[config.mk]
export PLATFORM = sky130hd
export DESIGN_NAME = timer_unit
export DESIGN_NICKNAME = d
export VERILOG_FILES = /design/src/timer_unit_pkg.sv /design/src/timer_unit.sv
export VERILOG_INCLUDE_DIRS = /design/src
export SDC_FILE = /design/constraint.sdc
export NUM_CORES = 1
export LEC_CHECK = 0
export BUFFER_PORTS_ARGS = -buffer_cell sky130_fd_sc_hd__buf_2
export CELL_PAD_IN_SITES_DETAIL_PLACEMENT = 0
export CELL_PAD_IN_SITES_GLOBAL_PLACEMENT = 2
export CORE_MARGIN = 3
export CORE_UTILIZATION = 32
export DETAILED_ROUTE_END_ITERATION = 10
export MAX_ROUTING_LAYER = met4
export PLACE_DENSITY_LB_ADDON = 0.05
export SYNTH_ARGS = -nofsm -noshare
export SYNTH_HDL_FRONTEND = slang
export SYNTH_SLANG_ARGS = --single-unit
[constraint.sdc]
create_clock -name core_clk_i -period 3.2 [get_ports core_clk_i]
set_input_delay 0.32 -clock core_clk_i [delete_from_list [all_inputs] [get_ports core_clk_i]]
set_output_delay 0.32 -clock core_clk_i [all_outputs]
set_load 0.02 [all_outputs]
[src/timer_unit_defines.svh]
// Register offsets, field positions, reset values and mode codes of the timer unit.
//
// Functional notes
// - Clock select and count enable are accepted together in one write.
// - One-shot compare writes reach the comparators at once.
// - One-shot: enable enters trigger wait; clearing enable stops counting.
// - Shrunk one-shot compares act immediately; counter wraps past FFFFH and finishes.
// - One-shot channel interrupt fires when count equals compare, with the pin.
// - Mode 100 selects PWM; enable drives waveforms on outputs one to three.
// - PWM output zero toggles once per period.
// - PWM enable steps counter FFFFH to 0000H and starts the waveform.
// - PWM period is channel zero plus one; width is channel value.
// - PWM compare updates take effect only at counter clear.
// - PWM period interrupt fires on the step after the channel zero match.
// - PWM channel interrupt fires in the clock the count equals its buffer.
// - Each output enable bit disables its pin at 0, enables at 1.
// - Outputs one to three: level bit 0 active high, 1 active low.
// - Output zero level bit sets the pin while disabled: 0 low, 1 high.
// - Reading the counter register returns the live 16-bit count.
// - I/O control register 1 and option register 0 do nothing here.
// - Compare registers two and three transfer only at PWM start or after channel one is written.
// - Mode 011 selects one-shot; enable leaves the timer waiting for trigger.
// - One-shot trigger runs counter from 0000H, parks at FFFFH; retriggers ignored.
// - One-shot delay equals channel value; width is channel zero minus it plus one.
// - A one-shot trigger is the chosen external edge or software trigger bit.
`ifndef TIMER_UNIT_DEFINES_SVH
`define TIMER_UNIT_DEFINES_SVH

`define OFS_CONTROL_REGISTER_0   8'h00
`define OFS_CONTROL_REGISTER_1   8'h04
`define OFS_PIN_OUTPUT_CONTROL   8'h08
`define OFS_IO_CONTROL_REGISTER_1 8'h0c
`define OFS_INPUT_EDGE_SELECT    8'h10
`define OFS_OPTION_REGISTER_0    8'h14
`define OFS_COUNTER_READ_BUFFER  8'h18
`define OFS_COMPARE_CHANNEL_0    8'h1c
`define OFS_COMPARE_CHANNEL_1    8'h20
`define OFS_COMPARE_CHANNEL_2    8'h24
`define OFS_COMPARE_CHANNEL_3    8'h28

`define BIT_COUNT_ENABLE         7
`define CKS_MSB                  2
`define CKS_LSB                  0
`define BIT_SOFTWARE_TRIGGER     6
`define MODE_MSB                 2
`define MODE_LSB                 0
`define TES_MSB                  1
`define TES_LSB                  0

`define MODE_ONE_SHOT            3'b011
`define MODE_PWM                 3'b100

`define EDGE_RISING              2'h1
`define EDGE_FALLING             2'h2
`define EDGE_BOTH                2'h3

`define COUNTER_PARKED           16'hffff
`define COUNTER_CLEARED          16'h0000

`endif

[src/timer_unit_pkg.sv]
// Types shared by the timer unit: bus request carrier, run states and the state record.
package timer_unit_pkg;

  typedef struct packed {
    logic        psel;
    logic        penable;
    logic        pwrite;
    logic [7:0]  paddr;
    logic [31:0] pwdata;
  } apb_req_s;

  typedef enum logic [1:0] {ST_IDLE, ST_WAIT, ST_RUN} run_state_e;

  typedef struct packed {
    run_state_e       run;
    logic             first;
    logic [15:0]      cnt;
    logic [6:0]       presc;
    logic [1:0]       trig_sync;
    logic             trig_prev;
    logic [7:0]       ctrl0;
    logic [7:0]       ctrl1;
    logic [7:0]       ioc0;
    logic [7:0]       ioc1;
    logic [7:0]       ioc2;
    logic [7:0]       opt0;
    logic [3:0][15:0] ccr;
    logic [3:0][15:0] buffer;
    logic             reload_pend;
    logic [3:0]       chan;
    logic [3:0]       pin;
    logic [3:0]       irq;
    logic [31:0]      prdata;
    logic             pready;
    logic             pslverr;
  } timer_state_s;

endpackage

[src/timer_unit.sv]
// Timer unit with one-shot pulse and PWM output modes behind an APB register slave.
//
// Implementation choices: the register addresses and the APB slave port.
`timescale 1ns/10ps
`include "timer_unit_defines.svh"

module timer_unit
  import timer_unit_pkg::*;
(
  input  wire logic        core_clk_i,
  input  wire logic        rst_b_i,
  input  wire apb_req_s    apb_i,
  output logic [31:0]      prdata_o,
  output logic             pready_o,
  output logic             pslverr_o,
  input  wire logic        trig_i,
  output logic [3:0]       pin_o,
  output logic             period_irq_o,
  output logic [2:0]       channel_irq_o
);

  timer_state_s st_reg;
  timer_state_s st_next;

  logic [6:0]  presc_mask;
  logic        tick;
  logic        edge_rise;
  logic        edge_fall;
  logic        ext_trig;
  logic        wr_acc;
  logic        setup;
  logic        sw_trig;
  logic [2:0]  mode;
  logic        cnt_en;

  // The count clock is the core clock divided by a power of two.
  assign presc_mask = 7'h7f >> (3'd7 - st_reg.ctrl0[`CKS_MSB:`CKS_LSB]);
  assign tick       = ((st_reg.presc & presc_mask) == presc_mask);

  // Edge detection reads only the second synchroniser stage.
  assign edge_rise  = st_reg.trig_sync[1] & ~st_reg.trig_prev;
  assign edge_fall  = ~st_reg.trig_sync[1] & st_reg.trig_prev;
  assign ext_trig   =
    ((st_reg.ioc2[`TES_MSB:`TES_LSB] == `EDGE_RISING)  & edge_rise) |
    ((st_reg.ioc2[`TES_MSB:`TES_LSB] == `EDGE_FALLING) & edge_fall) |
    ((st_reg.ioc2[`TES_MSB:`TES_LSB] == `EDGE_BOTH)    & (edge_rise | edge_fall));

  assign setup   = apb_i.psel & ~apb_i.penable;
  assign wr_acc  = apb_i.psel & apb_i.penable & st_reg.pready & apb_i.pwrite;
  assign sw_trig = wr_acc & (apb_i.paddr == `OFS_CONTROL_REGISTER_1) &
                   apb_i.pwdata[`BIT_SOFTWARE_TRIGGER];
  assign mode    = st_reg.ctrl1[`MODE_MSB:`MODE_LSB];
  assign cnt_en  = st_reg.ctrl0[`BIT_COUNT_ENABLE];

  always_comb begin
    logic [15:0] step;
    logic [3:0]  level;
    step  = 16'h0000;
    level = 4'h0;
    st_next = st_reg;
    st_next.irq = 4'h0;
    st_next.presc = 7'(st_reg.presc + 7'h01);
    st_next.trig_sync = {st_reg.trig_sync[0], trig_i};
    st_next.trig_prev = st_reg.trig_sync[1];

    if (!cnt_en || (mode != `MODE_ONE_SHOT && mode != `MODE_PWM)) begin
      st_next.run  = ST_IDLE;
      st_next.cnt  = `COUNTER_PARKED;
      st_next.chan = 4'h0;
    end else if (mode == `MODE_ONE_SHOT) begin
      case (st_reg.run)
        ST_IDLE: begin
          st_next.run  = ST_WAIT;
          st_next.cnt  = `COUNTER_PARKED;
          st_next.chan = 4'h0;
        end
        ST_WAIT: begin
          if (ext_trig || sw_trig) begin
            st_next.run     = ST_RUN;
            st_next.first   = 1'b1;
            st_next.chan[0] = 1'b1;
          end
        end
        ST_RUN: begin
          // Triggers are not looked at here, so a retrigger mid-pulse is lost.
          if (tick) begin
            if (!st_reg.first && st_reg.cnt == st_reg.ccr[0]) begin
              st_next.run    = ST_WAIT;
              st_next.cnt    = `COUNTER_PARKED;
              st_next.chan   = 4'h0;
              st_next.irq[0] = 1'b1;
            end else begin
              step = st_reg.first ? `COUNTER_CLEARED : 16'(st_reg.cnt + 16'h0001);
              st_next.cnt   = step;
              st_next.first = 1'b0;
              for (int k = 1; k < 4; k++) begin
                if (step == st_reg.ccr[k]) begin
                  st_next.chan[k] = 1'b1;
                  st_next.irq[k]  = 1'b1;
                end
              end
            end
          end
        end
        default: st_next.run = ST_IDLE;
      endcase
    end else begin
      case (st_reg.run)
        ST_IDLE: begin
          st_next.run   = ST_RUN;
          st_next.first = 1'b1;
          st_next.cnt   = `COUNTER_PARKED;
          st_next.chan  = 4'h0;
        end
        ST_RUN: begin
          if (tick) begin
            if (st_reg.first || st_reg.cnt == st_reg.buffer[0]) begin
              st_next.cnt     = `COUNTER_CLEARED;
              st_next.first   = 1'b0;
              st_next.irq[0]  = ~st_reg.first;
              st_next.chan[0] = ~st_reg.chan[0];
              if (st_reg.first || st_reg.reload_pend) begin
                st_next.buffer      = st_reg.ccr;
                st_next.reload_pend = 1'b0;
              end
              for (int k = 1; k < 4; k++) begin
                st_next.chan[k] = (st_next.buffer[k] != `COUNTER_CLEARED);
                st_next.irq[k]  = (st_next.buffer[k] == `COUNTER_CLEARED);
              end
            end else begin
              step = 16'(st_reg.cnt + 16'h0001);
              st_next.cnt = step;
              for (int k = 1; k < 4; k++) begin
                if (step == st_reg.buffer[k]) begin
                  st_next.chan[k] = 1'b0;
                  st_next.irq[k]  = 1'b1;
                end
              end
            end
          end
        end
        default: st_next.run = ST_IDLE;
      endcase
    end

    // Bus slave: no wait states, since ready, read data and error leave flip-flops loaded in the setup cycle.
    st_next.pready  = setup;
    st_next.pslverr = 1'b0;
    st_next.prdata  = 32'h0000_0000;
    if (setup) begin
      case (apb_i.paddr)
        `OFS_CONTROL_REGISTER_0:    st_next.prdata = {24'h000000, st_reg.ctrl0};
        // The software trigger bit always reads back as zero.
        `OFS_CONTROL_REGISTER_1:    st_next.prdata = {24'h000000, st_reg.ctrl1};
        `OFS_PIN_OUTPUT_CONTROL:    st_next.prdata = {24'h000000, st_reg.ioc0};
        `OFS_IO_CONTROL_REGISTER_1: st_next.prdata = {24'h000000, st_reg.ioc1};
        `OFS_INPUT_EDGE_SELECT:     st_next.prdata = {24'h000000, st_reg.ioc2};
        `OFS_OPTION_REGISTER_0:     st_next.prdata = {24'h000000, st_reg.opt0};
        `OFS_COUNTER_READ_BUFFER:   st_next.prdata = {16'h0000, st_reg.cnt};
        `OFS_COMPARE_CHANNEL_0:     st_next.prdata = {16'h0000, st_reg.ccr[0]};
        `OFS_COMPARE_CHANNEL_1:     st_next.prdata = {16'h0000, st_reg.ccr[1]};
        `OFS_COMPARE_CHANNEL_2:     st_next.prdata = {16'h0000, st_reg.ccr[2]};
        `OFS_COMPARE_CHANNEL_3:     st_next.prdata = {16'h0000, st_reg.ccr[3]};
        default:                    st_next.pslverr = 1'b1;
      endcase
    end

    if (wr_acc) begin
      case (apb_i.paddr)
        `OFS_CONTROL_REGISTER_0: st_next.ctrl0 = apb_i.pwdata[7:0] & 8'h87;
        `OFS_CONTROL_REGISTER_1: st_next.ctrl1 = {5'h00, apb_i.pwdata[2:0]};
        `OFS_PIN_OUTPUT_CONTROL: st_next.ioc0  = apb_i.pwdata[7:0];
        `OFS_IO_CONTROL_REGISTER_1: st_next.ioc1 = apb_i.pwdata[7:0];
        `OFS_INPUT_EDGE_SELECT:  st_next.ioc2  = {4'h0, apb_i.pwdata[3:0]};
        `OFS_OPTION_REGISTER_0:  st_next.opt0  = apb_i.pwdata[7:0];
        `OFS_COMPARE_CHANNEL_0:  st_next.ccr[0] = apb_i.pwdata[15:0];
        `OFS_COMPARE_CHANNEL_1: begin
          st_next.ccr[1] = apb_i.pwdata[15:0];
          st_next.reload_pend = 1'b1;
        end
        `OFS_COMPARE_CHANNEL_2:  st_next.ccr[2] = apb_i.pwdata[15:0];
        `OFS_COMPARE_CHANNEL_3:  st_next.ccr[3] = apb_i.pwdata[15:0];
        default:                 st_next.ctrl0 = st_reg.ctrl0;
      endcase
    end

    // Pins follow the next channel state so they change with the interrupts.
    for (int k = 0; k < 4; k++) begin
      level[k] = st_reg.ioc0[2 * k + 1];
      if (st_reg.ioc0[2 * k]) begin
        // polarity on outputs one to three
        st_next.pin[k] = (k == 0) ? st_next.chan[k] : (st_next.chan[k] ^ level[k]);
      end else begin
        st_next.pin[k] = (k == 0) ? level[k] : 1'b0;
      end
    end
  end

  always_ff @(posedge core_clk_i) begin
    if (!rst_b_i) begin
      st_reg     <= '0;
      st_reg.cnt <= `COUNTER_PARKED;
    end else begin
      st_reg <= st_next;
    end
  end

  assign prdata_o      = st_reg.prdata;
  assign pready_o      = st_reg.pready;
  assign pslverr_o     = st_reg.pslverr;
  assign pin_o         = st_reg.pin;
  assign period_irq_o  = st_reg.irq[0];
  assign channel_irq_o = st_reg.irq[3:1];

  AST_OS_ENABLE_WAITS: assert property (@(posedge core_clk_i) disable iff (!rst_b_i)
    (cnt_en && mode == `MODE_ONE_SHOT && st_reg.run == ST_IDLE)
      |=> (st_reg.run == ST_WAIT && st_reg.cnt == `COUNTER_PARKED))
    else $error("one-shot enable did not enter trigger wait");

  AST_DISABLE_STOPS: assert property (@(posedge core_clk_i) disable iff (!rst_b_i)
    (!cnt_en) |=> (st_reg.run == ST_IDLE && st_reg.cnt == `COUNTER_PARKED && st_reg.chan == 4'h0))
    else $error("clearing count enable did not stop the counter");

  AST_OS_PULSE_END: assert property (@(posedge core_clk_i) disable iff (!rst_b_i)
    (cnt_en && mode == `MODE_ONE_SHOT && st_reg.run == ST_RUN && tick && !st_reg.first &&
     st_reg.cnt == st_reg.ccr[0])
      |=> (st_reg.run == ST_WAIT && st_reg.cnt == `COUNTER_PARKED && period_irq_o))
    else $error("one-shot pulse did not end at channel zero match");

  AST_CHANNEL_IRQ_AT_MATCH: assert property (@(posedge core_clk_i) disable iff (!rst_b_i)
    (channel_irq_o[0] && mode == `MODE_PWM && st_reg.cnt != `COUNTER_CLEARED)
      |-> (st_reg.cnt == st_reg.buffer[1] && !st_reg.chan[1] && $past(st_reg.chan[1])))
    else $error("channel one interrupt not aligned with its match");

  AST_OS_IRQ_WITH_PIN: assert property (@(posedge core_clk_i) disable iff (!rst_b_i)
    (channel_irq_o[1] && mode == `MODE_ONE_SHOT)
      |-> (st_reg.cnt == st_reg.ccr[2] && st_reg.chan[2]))
    else $error("one-shot channel two interrupt not with pin assert");

  AST_PWM_PERIOD: assert property (@(posedge core_clk_i) disable iff (!rst_b_i)
    (cnt_en && mode == `MODE_PWM && st_reg.run == ST_RUN && tick && !st_reg.first &&
     st_reg.cnt == st_reg.buffer[0])
      |=> (period_irq_o && st_reg.cnt == `COUNTER_CLEARED &&
           st_reg.chan[0] != $past(st_reg.chan[0])))
    else $error("PWM period end missed clear, interrupt or toggle");

  AST_RELOAD_ONLY_AT_CLEAR: assert property (@(posedge core_clk_i) disable iff (!rst_b_i)
    (st_reg.buffer != $past(st_reg.buffer)) |-> (st_reg.cnt == `COUNTER_CLEARED))
    else $error("compare buffers changed away from counter clear");

  AST_OUT0_DISABLED_LEVEL: assert property (@(posedge core_clk_i) disable iff (!rst_b_i)
    (!st_reg.ioc0[0]) |=> (pin_o[0] == $past(st_reg.ioc0[1])))
    else $error("disabled output zero does not show its level bit");

  AST_POLARITY_CH1: assert property (@(posedge core_clk_i) disable iff (!rst_b_i)
    (st_reg.ioc0[2]) |=> (pin_o[1] == (st_reg.chan[1] ^ $past(st_reg.ioc0[3]))))
    else $error("output one polarity wrong");

  AST_COUNTER_READ: assert property (@(posedge core_clk_i) disable iff (!rst_b_i)
    (setup && apb_i.paddr == `OFS_COUNTER_READ_BUFFER)
      |=> (pready_o && prdata_o == {16'h0000, $past(st_reg.cnt)}))
    else $error("counter read returned a stale value");

  AST_PWM_ENABLE_PARKS: assert property (@(posedge core_clk_i) disable iff (!rst_b_i)
    (cnt_en && mode == `MODE_PWM && st_reg.run == ST_IDLE)
      |=> (st_reg.run == ST_RUN && st_reg.first && st_reg.cnt == `COUNTER_PARKED))
    else $error("PWM enable did not start from the parked count");

  AST_PWM_FIRST_CLEAR: assert property (@(posedge core_clk_i) disable iff (!rst_b_i)
    (cnt_en && mode == `MODE_PWM && st_reg.run == ST_RUN && tick && st_reg.first)
      |=> (st_reg.cnt == `COUNTER_CLEARED && !st_reg.first && !period_irq_o))
    else $error("PWM start did not step the counter to zero");

  AST_PWM_SET_AT_CLEAR: assert property (@(posedge core_clk_i) disable iff (!rst_b_i)
    (cnt_en && mode == `MODE_PWM && st_reg.run == ST_RUN && tick &&
     (st_reg.first || st_reg.cnt == st_reg.buffer[0]))
      |=> (st_reg.chan[1] == (st_reg.buffer[1] != `COUNTER_CLEARED)))
    else $error("PWM channel one not set at counter clear");

  // Without a channel one write the old buffers stay, so a half-done update of
  // channels two and three never reaches the pins.
  AST_PWM_NO_RELOAD: assert property (@(posedge core_clk_i) disable iff (!rst_b_i)
    (cnt_en && mode == `MODE_PWM && st_reg.run == ST_RUN && tick && !st_reg.first &&
     st_reg.cnt == st_reg.buffer[0] && !st_reg.reload_pend)
      |=> (st_reg.buffer == $past(st_reg.buffer)))
    else $error("compare buffers reloaded without a channel one write");

  AST_PWM_RELOAD: assert property (@(posedge core_clk_i) disable iff (!rst_b_i)
    (cnt_en && mode == `MODE_PWM && st_reg.run == ST_RUN && tick && !st_reg.first &&
     st_reg.cnt == st_reg.buffer[0] && st_reg.reload_pend)
      |=> (st_reg.buffer == $past(st_reg.ccr)))
    else $error("compare buffers did not take the written compares");

  AST_OS_TRIGGER_STARTS: assert property (@(posedge core_clk_i) disable iff (!rst_b_i)
    (cnt_en && mode == `MODE_ONE_SHOT && st_reg.run == ST_WAIT && (ext_trig || sw_trig))
      |=> (st_reg.run == ST_RUN && st_reg.first && st_reg.chan[0]))
    else $error("trigger did not start the one-shot pulse");

  AST_OS_RETRIGGER_IGNORED: assert property (@(posedge core_clk_i) disable iff (!rst_b_i)
    (cnt_en && mode == `MODE_ONE_SHOT && st_reg.run == ST_RUN && !st_reg.first &&
     (ext_trig || sw_trig))
      |=> (!st_reg.first && st_reg.run != ST_IDLE))
    else $error("trigger during a one-shot pulse restarted it");

  AST_OS_IRQ1_WITH_PIN: assert property (@(posedge core_clk_i) disable iff (!rst_b_i)
    (channel_irq_o[0] && mode == `MODE_ONE_SHOT)
      |-> (st_reg.cnt == st_reg.ccr[1] && st_reg.chan[1]))
    else $error("one-shot channel one interrupt not with pin assert");

  AST_OUT0_SQUARE: assert property (@(posedge core_clk_i) disable iff (!rst_b_i)
    (st_reg.ioc0[0]) |=> (pin_o[0] == st_reg.chan[0]))
    else $error("enabled output zero does not follow its square wave");

  AST_OUT1_DISABLED: assert property (@(posedge core_clk_i) disable iff (!rst_b_i)
    (!st_reg.ioc0[2]) |=> (pin_o[1] == 1'b0))
    else $error("disabled output one is not low");

  AST_CTRL0_WRITE: assert property (@(posedge core_clk_i) disable iff (!rst_b_i)
    (wr_acc && apb_i.paddr == `OFS_CONTROL_REGISTER_0)
      |=> (cnt_en == $past(apb_i.pwdata[`BIT_COUNT_ENABLE]) &&
           st_reg.ctrl0[`CKS_MSB:`CKS_LSB] == $past(apb_i.pwdata[`CKS_MSB:`CKS_LSB])))
    else $error("enable and clock select not taken in one write");

endmodule // timer_unit

==> results of run 1 <==
cell usage in the layout (no fill, tap or decap), drive strengths merged, types with 8 or more instances in the layout:
cell type | netlist | routed
a211oi | 9 | 9
a21oi | 227 | 227
a221oi | 11 | 11
a222oi | 11 | 11
a22o | 8 | 8
a22oi | 26 | 26
a31oi | 19 | 19
and2 | 12 | 12
and3 | 11 | 11
buf | 60 | 291
clkbuf | 114 | 40
conb | 1 | 16
dfxtp | 223 | 223
inv | 16 | 16
nand2 | 358 | 358
nand2b | 12 | 12
nand3 | 57 | 57
nand3b | 11 | 11
nand4 | 23 | 23
nor2 | 78 | 78
nor3 | 28 | 28
nor3b | 13 | 13
nor4 | 37 | 37
nor4b | 8 | 8
o211ai | 9 | 9
o21ai | 64 | 64
or3 | 8 | 8
xnor2 | 69 | 69
xor2 | 33 | 33
report_power, final:
part	switching [mW]	leakage, nW	internal (mW)	total (mW)
logic	0.110	3.76	0.0319	0.142
clock network	1.34	0.467	2.01	3.35
registers	0.00549	1.79	2.78	2.79
layout make-up:
class,count,share of cell area
Timing Repair Buffer,295,0.136
Clock inverter,12,0.00982
Tap cell,518,0.0407
Multi-Input combinational cell,1288,0.477
Inverter,17,0.00432
Sequential cell,223,0.281
Clock buffer,40,0.0512
worst reg2reg max path, stage by stage, from the launching register on:
cell	delay (ns)
dfxtp_2	0.35
buf_4	0.17
buf_4	0.18
xor2_1	0.18
nor4_2	0.43
a41o_2	0.38
nand2_1	0.11
or4_2	0.69
buf_12	0.23
nand2_1	0.20
a21oi_1	0.06
final timing paths:
path                       startpoint                  endpoint  slack, ns  depth (start not counted)
min                         apb_i[12]  st_reg[155]$_SDFFE_PN0P_       0.03                          3
max reg2reg  st_reg[242]$_SDFFE_PP1P_   st_reg[92]$_SDFFE_PN0P_       0.08                         10
max          st_reg[242]$_SDFFE_PP1P_   st_reg[92]$_SDFFE_PN0P_       0.08                         10
min reg2reg   st_next[225]$_SDFF_PN0_   st_next[223]$_SDFF_PN0_       0.44                          1
per-layer routing:
metal / wire (um) / track usage / vias to the layer above / share of wire
li1: - / - / 6286 / -
met1: 27700 / 0.399 / 6446 / 0.47
met2: 25700 / 0.422 / 498 / 0.43
met3: 4020 / 0.0494 / 94 / 0.068
met4: 2000 / 0.0854 / 0 / 0.034
met5: 0 / - / - / 0
logic make-up (layout without fill, tap and decap cells):
kind of cell / count (synthesis) / in the layout
other: 1 / 16
adder cells (fa/ha/maj): 4 / 4
flip-flops: 223 / 223
multiplexers: 7 / 7
buffers and inverters: 191 / 364
XOR/XNOR: 107 / 107
AND/OR/NAND/NOR: 684 / 684
AO/OA/AOI/OAI: 470 / 470
what timing repair did:
item	in CTS	in global routing
resized for setup	14	44
hold buffers	4	0
pin swaps	1	4
endpoints found under the hold margin	3	0
setup buffers	0	2
endpoints found under the setup margin	71	38
through the flow:
stage / TNS [ns] / area, um^2 / setup WS, ns / instances / utilization
finish: 0 / 15900 / 0.0836 / 2393 / 0.409
global route: -0.000864 / 15900 / -0.000864 / 2393 / 0.409
CTS: 0 / 15700 / 0.00312 / 2391 / 0.404
detailed placement: -13.04 / 14700 / -0.228 / 2335 / 0.377
global placement: -15.18 / 14700 / -0.245 / 2335 / 0.377
floorplan: 0 / 12700 / 0.115 / 1702 / -
cell usage after synthesis, types with 6 or more instances:
master / instances / share of area
and4_1: 6 / 0.0041
a22o_1: 8 / 0.0055
a21o_1: 7 / 0.0041
inv_1: 16 / 0.0047
a21oi_1: 227 / 0.090
or3_1: 8 / 0.0039
nor3b_1: 13 / 0.0077
and3_1: 11 / 0.0054
nand2b_1: 12 / 0.0059
a211oi_1: 8 / 0.0047
and2_1: 12 / 0.0059
buf_2: 7 / 0.0028
buf_4: 44 / 0.026
o32ai_1: 7 / 0.0048
nor4b_1: 8 / 0.0055
nor3_1: 28 / 0.011
xnor2_1: 69 / 0.048
o31ai_1: 7 / 0.0041
o211ai_1: 9 / 0.0053
or4_1: 7 / 0.0041
a222oi_1: 11 / 0.0087
buf_1: 8 / 0.0024
a22oi_1: 26 / 0.015
a221oi_1: 11 / 0.0076
nand2_1: 358 / 0.11
nor4_1: 32 / 0.016
nor2_1: 77 / 0.023
mux2i_1: 7 / 0.0055
o21ai_0: 62 / 0.024
nand3b_1: 11 / 0.0065
nand3_1: 56 / 0.022
a31oi_1: 19 / 0.0094
dfxtp_1: 223 / 0.35
nand4_1: 21 / 0.010
xor2_1: 33 / 0.023
clkbuf_1: 112 / 0.033
==> results.json, run 1 <==
{
  "synth_xor_area_frac": 0.0795,
  "ant_nets": 0,
  "totalWireLength_um": 59400,
  "yosys.area_share.simple": 0.256,
  "fp.dieH_um": 205,
  "cts_tree": "yes",
  "synth_top_family_by_area": "simple AND/OR/NAND/NOR gates",
  "min_path_type": "in -> reg",
  "synth-edff-count": 0,
  "die_w_um": 205,
  "io_pins": 88,
  "htreeDepth": 1,
  "grt.total_usage": 0.286,
  "initial_utilization": 0.326,
  "largest_reg_flops": 191,
  "cts_root_buffer": "clkbuf_16",
  "max_freq_mhz": 321,
  "hold_ws_ns": 0.0292,
  "cap_violations": 0,
  "io_buffers": 55,
  "cts_buffers": 28,
  "cts.path.max_buffers": 3,
  "ys_ff_latch": 223,
  "yosys.area_share.adder": 0.00394,
  "path_class": "reg -> reg",
  "crit_path_max_incr_delay_ns": 0.69,
  "row_count": 72,
  "hold_viol_final": 0,
  "yosys-mux-area-fraction": 0.00552,
  "ys_seq_area_frac": 0.352,
  "area_growth_pct": 25.6,
  "min_period_ns": 3.12,
  "endpoint_kind": "flip-flop",
  "clkLatencyLatePin_ns": 0.58,
  "p_leak_nw": 6.02,
  "cp_num_buf_inv": 3,
  "synth_compound_area_frac": 0.232,
  "final_net_count": 1903,
  "drt-wirelength-per-cell_um": 24.8,
  "worst_pin_slew_ns": 1.07,
  "vias_per_cell": 5.57,
  "core_area_um2": 38900,
  "synth_cell_types": 84,
  "initialDrtViolationCount": 1230,
  "first_global_vias": 12500,
  "synth.avg_cell_area_um2": 7.52,
  "drc": 0,
  "slowest_stage": "or4_2",
  "report.final.slew_viol_count": 0,
  "place.gp.congestion": 0.942,
  "clock_sinks": 223,
  "vdd_drop_max_mv": 0.390,
  "ys_async_sr_fraction": 0,
  "power.density_nw_per_um2": 394,
  "crit_path_max_fanout": 64,
  "gr-total-overflow": 0,
  "ys_warn_count": 0,
  "power_mw": 6.28,
  "critPathTopFamily": "simple AND/OR/NAND/NOR gates",
  "final_layout_size_suffix_gt1_frac": 0.214,
  "grt_max_degree": 85,
  "clkSlewWorstSetupHoldPaths_ns": 0.06,
  "cp.arrival_ns": 3.55,
  "synth_ff_type": "dfxtp_1",
  "grt_pass1_wl_um": 86500,
  "via_count": 13300,
  "setup_viol": 0,
  "antennaDiodeCount": 0,
  "status": "finished, final reports clean",
  "skew_ns": 0.0260,
  "max-slew-margin-rel": 0.286,
  "crit_chain": "buf_4 -> buf_4 -> xor2_1 -> nor4_2 -> a41o_2 -> nand2_1 -> or4_2 -> buf_12 -> nand2_1 -> a21oi_1",
  "synth_area_um2": 12700,
  "finalCritPeriodShare": 0.974,
  "multi_input_area_um2": 7600,
  "startpoint_type": "flip-flop",
  "antenna_found_initial": 1,
  "worst_ep_required_time_ns": 3.63,
  "seqCellArea_um2": 4480,
  "nFillCells": 4140,
  "die_area_um2": 42100,
  "firstDrtPassIters": 5,
  "dpl.hpwl_um": 44000,
  "netlist_instances": 1687
}
Note: power is estimated with default switching activity, not from simulation.
==> run 2: changes to the inputs <==
RECOVER_POWER = 100   (was default)
==> run 2 against run 1 <==
- worst setup slack lost 0.0081 ns
- via count barely moved
- clock skew rose by 0.0020 ns
- clock-buffer cell count did not move
- global-route usage unchanged
- die area stayed put
- routed wire length about the same
- combinational power barely moved
- critical endpoint unchanged
==> results.json, run 2 (same netlist as run 1, synthesis figures left out) <==
{
  "grt_max_degree": 85,
  "min_period_ns": 3.12,
  "min_path_type": "in -> reg",
  "clkSlewWorstSetupHoldPaths_ns": 0.06,
  "area_growth_pct": 25.0,
  "skew_ns": 0.0280,
  "firstDrtPassIters": 5,
  "slowest_stage": "or4_2",
  "ant_nets": 0,
  "report.final.slew_viol_count": 0,
  "die_area_um2": 42100,
  "io_buffers": 55,
  "power_mw": 6.28,
  "hold_viol_final": 0,
  "io_pins": 88,
  "antenna_found_initial": 1,
  "gr-total-overflow": 0,
  "initialDrtViolationCount": 1275,
  "path_class": "reg -> reg",
  "max_freq_mhz": 320,
  "drt-wirelength-per-cell_um": 24.8,
  "grt.total_usage": 0.286,
  "first_global_vias": 12500,
  "worst_pin_slew_ns": 1.08,
  "htreeDepth": 1,
  "cts_root_buffer": "clkbuf_16",
  "clkLatencyLatePin_ns": 0.58,
  "min_to": "st_reg[155]$_SDFFE_PN0P_",
  "cts.path.max_buffers": 3,
  "totalWireLength_um": 59300,
  "initial_utilization": 0.326,
  "fp.dieH_um": 205,
  "crit_chain": "buf_4 -> buf_4 -> xor2_1 -> nor4_2 -> a41o_2 -> nand2_1 -> or4_2 -> buf_12 -> nand2_1 -> a21oi_1",
  "clock_sinks": 223,
  "drc": 0,
  "dp_slack_ns": -0.228,
  "final_net_count": 1903,
  "vias_per_cell": 5.57,
  "final_common_cell": "nand2_1",
  "grt_pass1_wl_um": 86500,
  "antennaDiodeCount": 0,
  "hold_start": "apb_i[12]",
  "post-route-util": 0.408,
  "crit_path_max_incr_delay_ns": 0.69,
  "r2r_start": "st_reg[242]$_SDFFE_PP1P_",
  "holdPathStages": 3,
  "cp.arrival_ns": 3.55,
  "finalCritPeriodShare": 0.976,
  "cap_violations": 0,
  "setup_viol": 0,
  "power.density_nw_per_um2": 396,
  "max-slew-margin-rel": 0.275,
  "largest_reg_flops": 191,
  "r2r-end": "st_reg[92]$_SDFFE_PN0P_",
  "cts_tree": "yes",
  "r2r_slack_ns": 0.08,
  "p_leak_nw": 5.88,
  "cts_buffers": 28,
  "worst_ep_required_time_ns": 3.63,
  "dpl.hpwl_um": 44000,
  "endpoint_kind": "flip-flop",
  "finalSetupTns_ns": 0,
  "die_w_um": 205,
  "vdd_drop_max_mv": 0.390,
  "final_layout_size_suffix_gt1_frac": 0.196,
  "setup_slack_ns": 0.0755,
  "row_count": 72,
  "core_area_um2": 38900,
  "status": "finished, final reports clean",
  "place.gp.congestion": 0.942,
  "via_count": 13300,
  "crit_path_max_fanout": 64,
  "startpoint_type": "flip-flop",
  "mostFrequentLayoutCells": "nand2_1, a21oi_1, buf_4",
  "rr_worst_depth": 10
}
-- run 2: changes by cell type in the layout (fill, tap and decap cells not counted) --
| cell | delta |
|---|---|
| clkbuf_1 | +33 |
| and4b_2 | -1 |
| buf_4 | -11 |
| clkbuf_2 | +6 |
| buf_2 | -29 |
| and4b_1 | +1 |
| clkbuf_4 | +1 |
-- run 2: worst max-delay path: cells and delay by family, from the launching register on --
kind                   cells  cell delay (ns)
XOR/XNOR                   1             0.18
AO/OA/AOI/OAI              2             0.45
AND/OR/NAND/NOR            4             1.36
buffers and inverters      3             0.58
flip-flops                 1             0.35
-- run 2: worst max path at each step --
stage	cells past startpoint	slack, ns	end	start
final	10	0.08	st_reg[92]$_SDFFE_PN0P_	st_reg[242]$_SDFFE_PP1P_
after global routing	12	-0.0009	pin_o[1]$_SDFF_PN0_	st_reg[234]$_SDFFE_PP1P_
after CTS	14	0.003	pin_o[2]$_SDFF_PN0_	st_reg[234]$_SDFFE_PP1P_
after detailed placement	11	-0.23	st_reg[103]$_SDFFE_PN0P_	st_reg[242]$_SDFFE_PP1P_
after global placement	10	-0.25	st_reg[52]$_SDFFE_PN0P_	st_reg[242]$_SDFFE_PP1P_
after floorplan	12	0.11	pin_o[1]$_SDFF_PN0_	st_reg[233]$_SDFFE_PP1P_
-- run 2: layer usage --
metal	track usage	share of wire	vias to the layer above	wire length, um
met2	0.422	0.43	501	25700
met3	0.0494	0.070	94	4140
li1	-	-	6280	-
met5	-	0	-	0
met1	0.399	0.46	6454	27500
met4	0.0854	0.033	0	1960
-- run 2: power by group --
part	total [mW]	switching, mW	internal, mW
clock network	3.35	1.34	2.01
registers	2.79	0.00550	2.78
logic	0.141	0.110	0.0309
total	6.28	1.46	4.82
-- run 2: through the flow --
step / hold slack [ns] / std cells / instance area (um^2)
2_1_floorplan: 0.399 / 1702 / 12700
3_3_place_gp: 0.425 / 2335 / 14700
3_5_place_dp: 0.430 / 2335 / 14700
4_1_cts: 0.0157 / 2391 / 15700
5_1_grt: 0.0364 / 2393 / 15900
6_report: 0.0314 / 2393 / 15900
-- run 2: final cells by class --
type	count	area [um^2]
clock inverter	12	156
timing repair buffer	295	2100
multi-input combinational	1288	7600
clock buffer	40	816
fill	4154	23100
sequential	223	4480
tap	518	648
inverter	17	68.8
-- run 2: timing repair --
action / in CTS / in global routing
endpoints found under the setup margin: 71 / 38
setup buffers: 0 / 2
hold buffers: 4 / 0
resized for setup: 14 / 44
hold endpoints to repair: 3 / 0
pin swaps: 1 / 4
==> run 3: changes to the inputs <==
BUFFER_PORTS_ARGS = -buffer_cell sky130_fd_sc_hd__buf_4   (was -buffer_cell sky130_fd_sc_hd__buf_2)
PLACE_DENSITY_LB_ADDON = 0.1   (was 0.05)
==> run 3 against run 2 <==
- combinational power increased by 7%
- worst setup slack improved by 0.037 ns
- clock skew decreased by 0.012 ns
- clock-buffer cell count unchanged
==> results.json, run 3 (same netlist as run 1, synthesis figures left out) <==
{
  "place_area_um2": 14600,
  "io_pins": 88,
  "largest_reg_flops": 191,
  "hold_viol_final": 0,
  "startpoint_type": "flip-flop",
  "io_buffers": 55,
  "endpoint_kind": "flip-flop",
  "antenna_found_initial": 1,
  "clock_sinks": 223,
  "cts_tree": "yes",
  "gr-total-overflow": 0,
  "grt_max_degree": 74,
  "power.density_nw_per_um2": 397,
  "cts_buffers": 28,
  "finalCritPeriodShare": 0.965,
  "p_int_mw": 4.78,
  "clkLatencyLatePin_ns": 0.58,
  "die_area_um2": 42100,
  "fp.dieH_um": 205,
  "min_path_type": "in -> reg",
  "status": "finished, final reports clean",
  "core_area_um2": 38900,
  "cap_violations": 0,
  "max-slew-margin-rel": 0.290,
  "power_mw": 6.22,
  "r2r_slack_ns": 0.11,
  "antennaDiodeCount": 0,
  "worst_ep_required_time_ns": 3.62,
  "htreeDepth": 1,
  "crit_path_max_fanout": 18,
  "combPwrFrac": 0.024,
  "firstDrtPassIters": 7,
  "drc": 0,
  "p_leak_nw": 5.73,
  "totalWireLength_um": 58000,
  "setup_viol": 0,
  "final_common_cell": "nand2_1",
  "rsz0062_at_grt": "yes",
  "vias_per_cell": 5.62,
  "drt-wirelength-per-cell_um": 24.6,
  "p_switching_mw": 1.43,
  "row_count": 72,
  "initial_utilization": 0.326,
  "initialDrtViolationCount": 1289,
  "max_freq_mhz": 324,
  "report.final.slew_viol_count": 0,
  "cp.arrival_ns": 3.50,
  "dpl.hpwl_um": 43200,
  "clkSlewWorstSetupHoldPaths_ns": 0.06,
  "clockPowerShare": 0.527,
  "min_period_ns": 3.09,
  "cts_root_buffer": "clkbuf_16",
  "p_seq_frac": 0.448,
  "final_cell_area_um2": 15700,
  "place.gp.congestion": 0.924,
  "skew_ns": 0.0164,
  "die_w_um": 205,
  "mostFrequentLayoutCells": "nand2_1, a21oi_1, buf_4",
  "via_count": 13300,
  "cts.path.max_buffers": 3,
  "ant_nets": 0,
  "final_net_count": 1872,
  "sw_frac_of_total": 0.231,
  "grt_pass1_wl_um": 84200,
  "worst_pin_slew_ns": 1.06,
  "area_growth_pct": 23.4,
  "first_global_vias": 12100,
  "final_layout_size_suffix_gt1_frac": 0.180,
  "grt.total_usage": 0.277,
  "path_class": "reg -> reg",
  "vdd_drop_max_mv": 0.357
}
run 3: worst max-delay path: stages, from the launching register on:
cell and delay [ns]:
dfxtp_2 0.35, buf_4 0.16, buf_12 0.16, xor2_1 0.18, nor4_2 0.41, a41o_1 0.42
nand2_1 0.13, or4_2 0.72, buf_4 0.25, nand2_1 0.09, a21oi_1 0.06
run 3: metrics by stage:
stage               hold WS (ns)  utilization   TNS, ns  cells  setup slack (ns)
floorplan                  0.399            -         0   1702             0.115
global placement           0.431        0.376   -0.0536   2306           -0.0222
detailed placement         0.421        0.376   -0.0174   2306           -0.0101
CTS                      0.00643        0.401  -0.00520   2359          -0.00520
global route              0.0188        0.402   -0.0161   2360          -0.00972
finish                    0.0211        0.402         0   2360             0.113
run 3: layer usage:
| metal | routed length, um | global-route usage |
|---|---|---|
| met3 | 3890 | 0.0451 |
| met2 | 25500 | 0.408 |
| met1 | 26900 | 0.390 |
| met4 | 1730 | 0.0823 |
| met5 | 0 | - |
run 3: cell type report:
type / count / area (um^2)
fillers: 4142 / 23300
flip-flops and latches: 223 / 4480
inverters: 17 / 68.8
clock buffers: 40 / 837
multi-input cells: 1288 / 7550
clock inverters: 10 / 103
well taps: 518 / 648
repair buffers: 264 / 1970
run 3: power by group through the flow:
stage                     registers (mW)  logic (mW)  clock network [mW]
final                               2.79       0.151                3.28
after global routing                2.79       0.161                3.44
after CTS                           2.79       0.152                3.32
after detailed placement            2.85       0.150                   0
after global placement              2.85       0.149                   0
after floorplan                     2.85      0.0896                   0
run 3: path summary, 6_finish.rpt:
| kind | from | end | depth (start not counted) |
|---|---|---|---|
| setup / recovery | st_reg[236]$_SDFFE_PP1P_ | st_reg[96]$_SDFFE_PN0P_ | 10 |
| setup reg to reg | st_reg[236]$_SDFFE_PP1P_ | st_reg[96]$_SDFFE_PN0P_ | 10 |
| hold / removal | apb_i[11] | st_reg[138]$_SDFFE_PN0P_ | 3 |
| hold reg to reg | st_reg[186]$_SDFFE_PN0P_ | st_reg[186]$_SDFFE_PN0P_ | 2 |
run 3: repair_timing:
| action | 4_1_cts | 5_1_grt |
|---|---|---|
| hold endpoints to repair | 3 | 0 |
| buffers inserted | 0 | 1 |
| gates resized for setup | 0 | 41 |
| hold buffers | 3 | 0 |
| endpoints found under the setup margin | 4 | 73 |
| pin swaps | 2 | 10 |
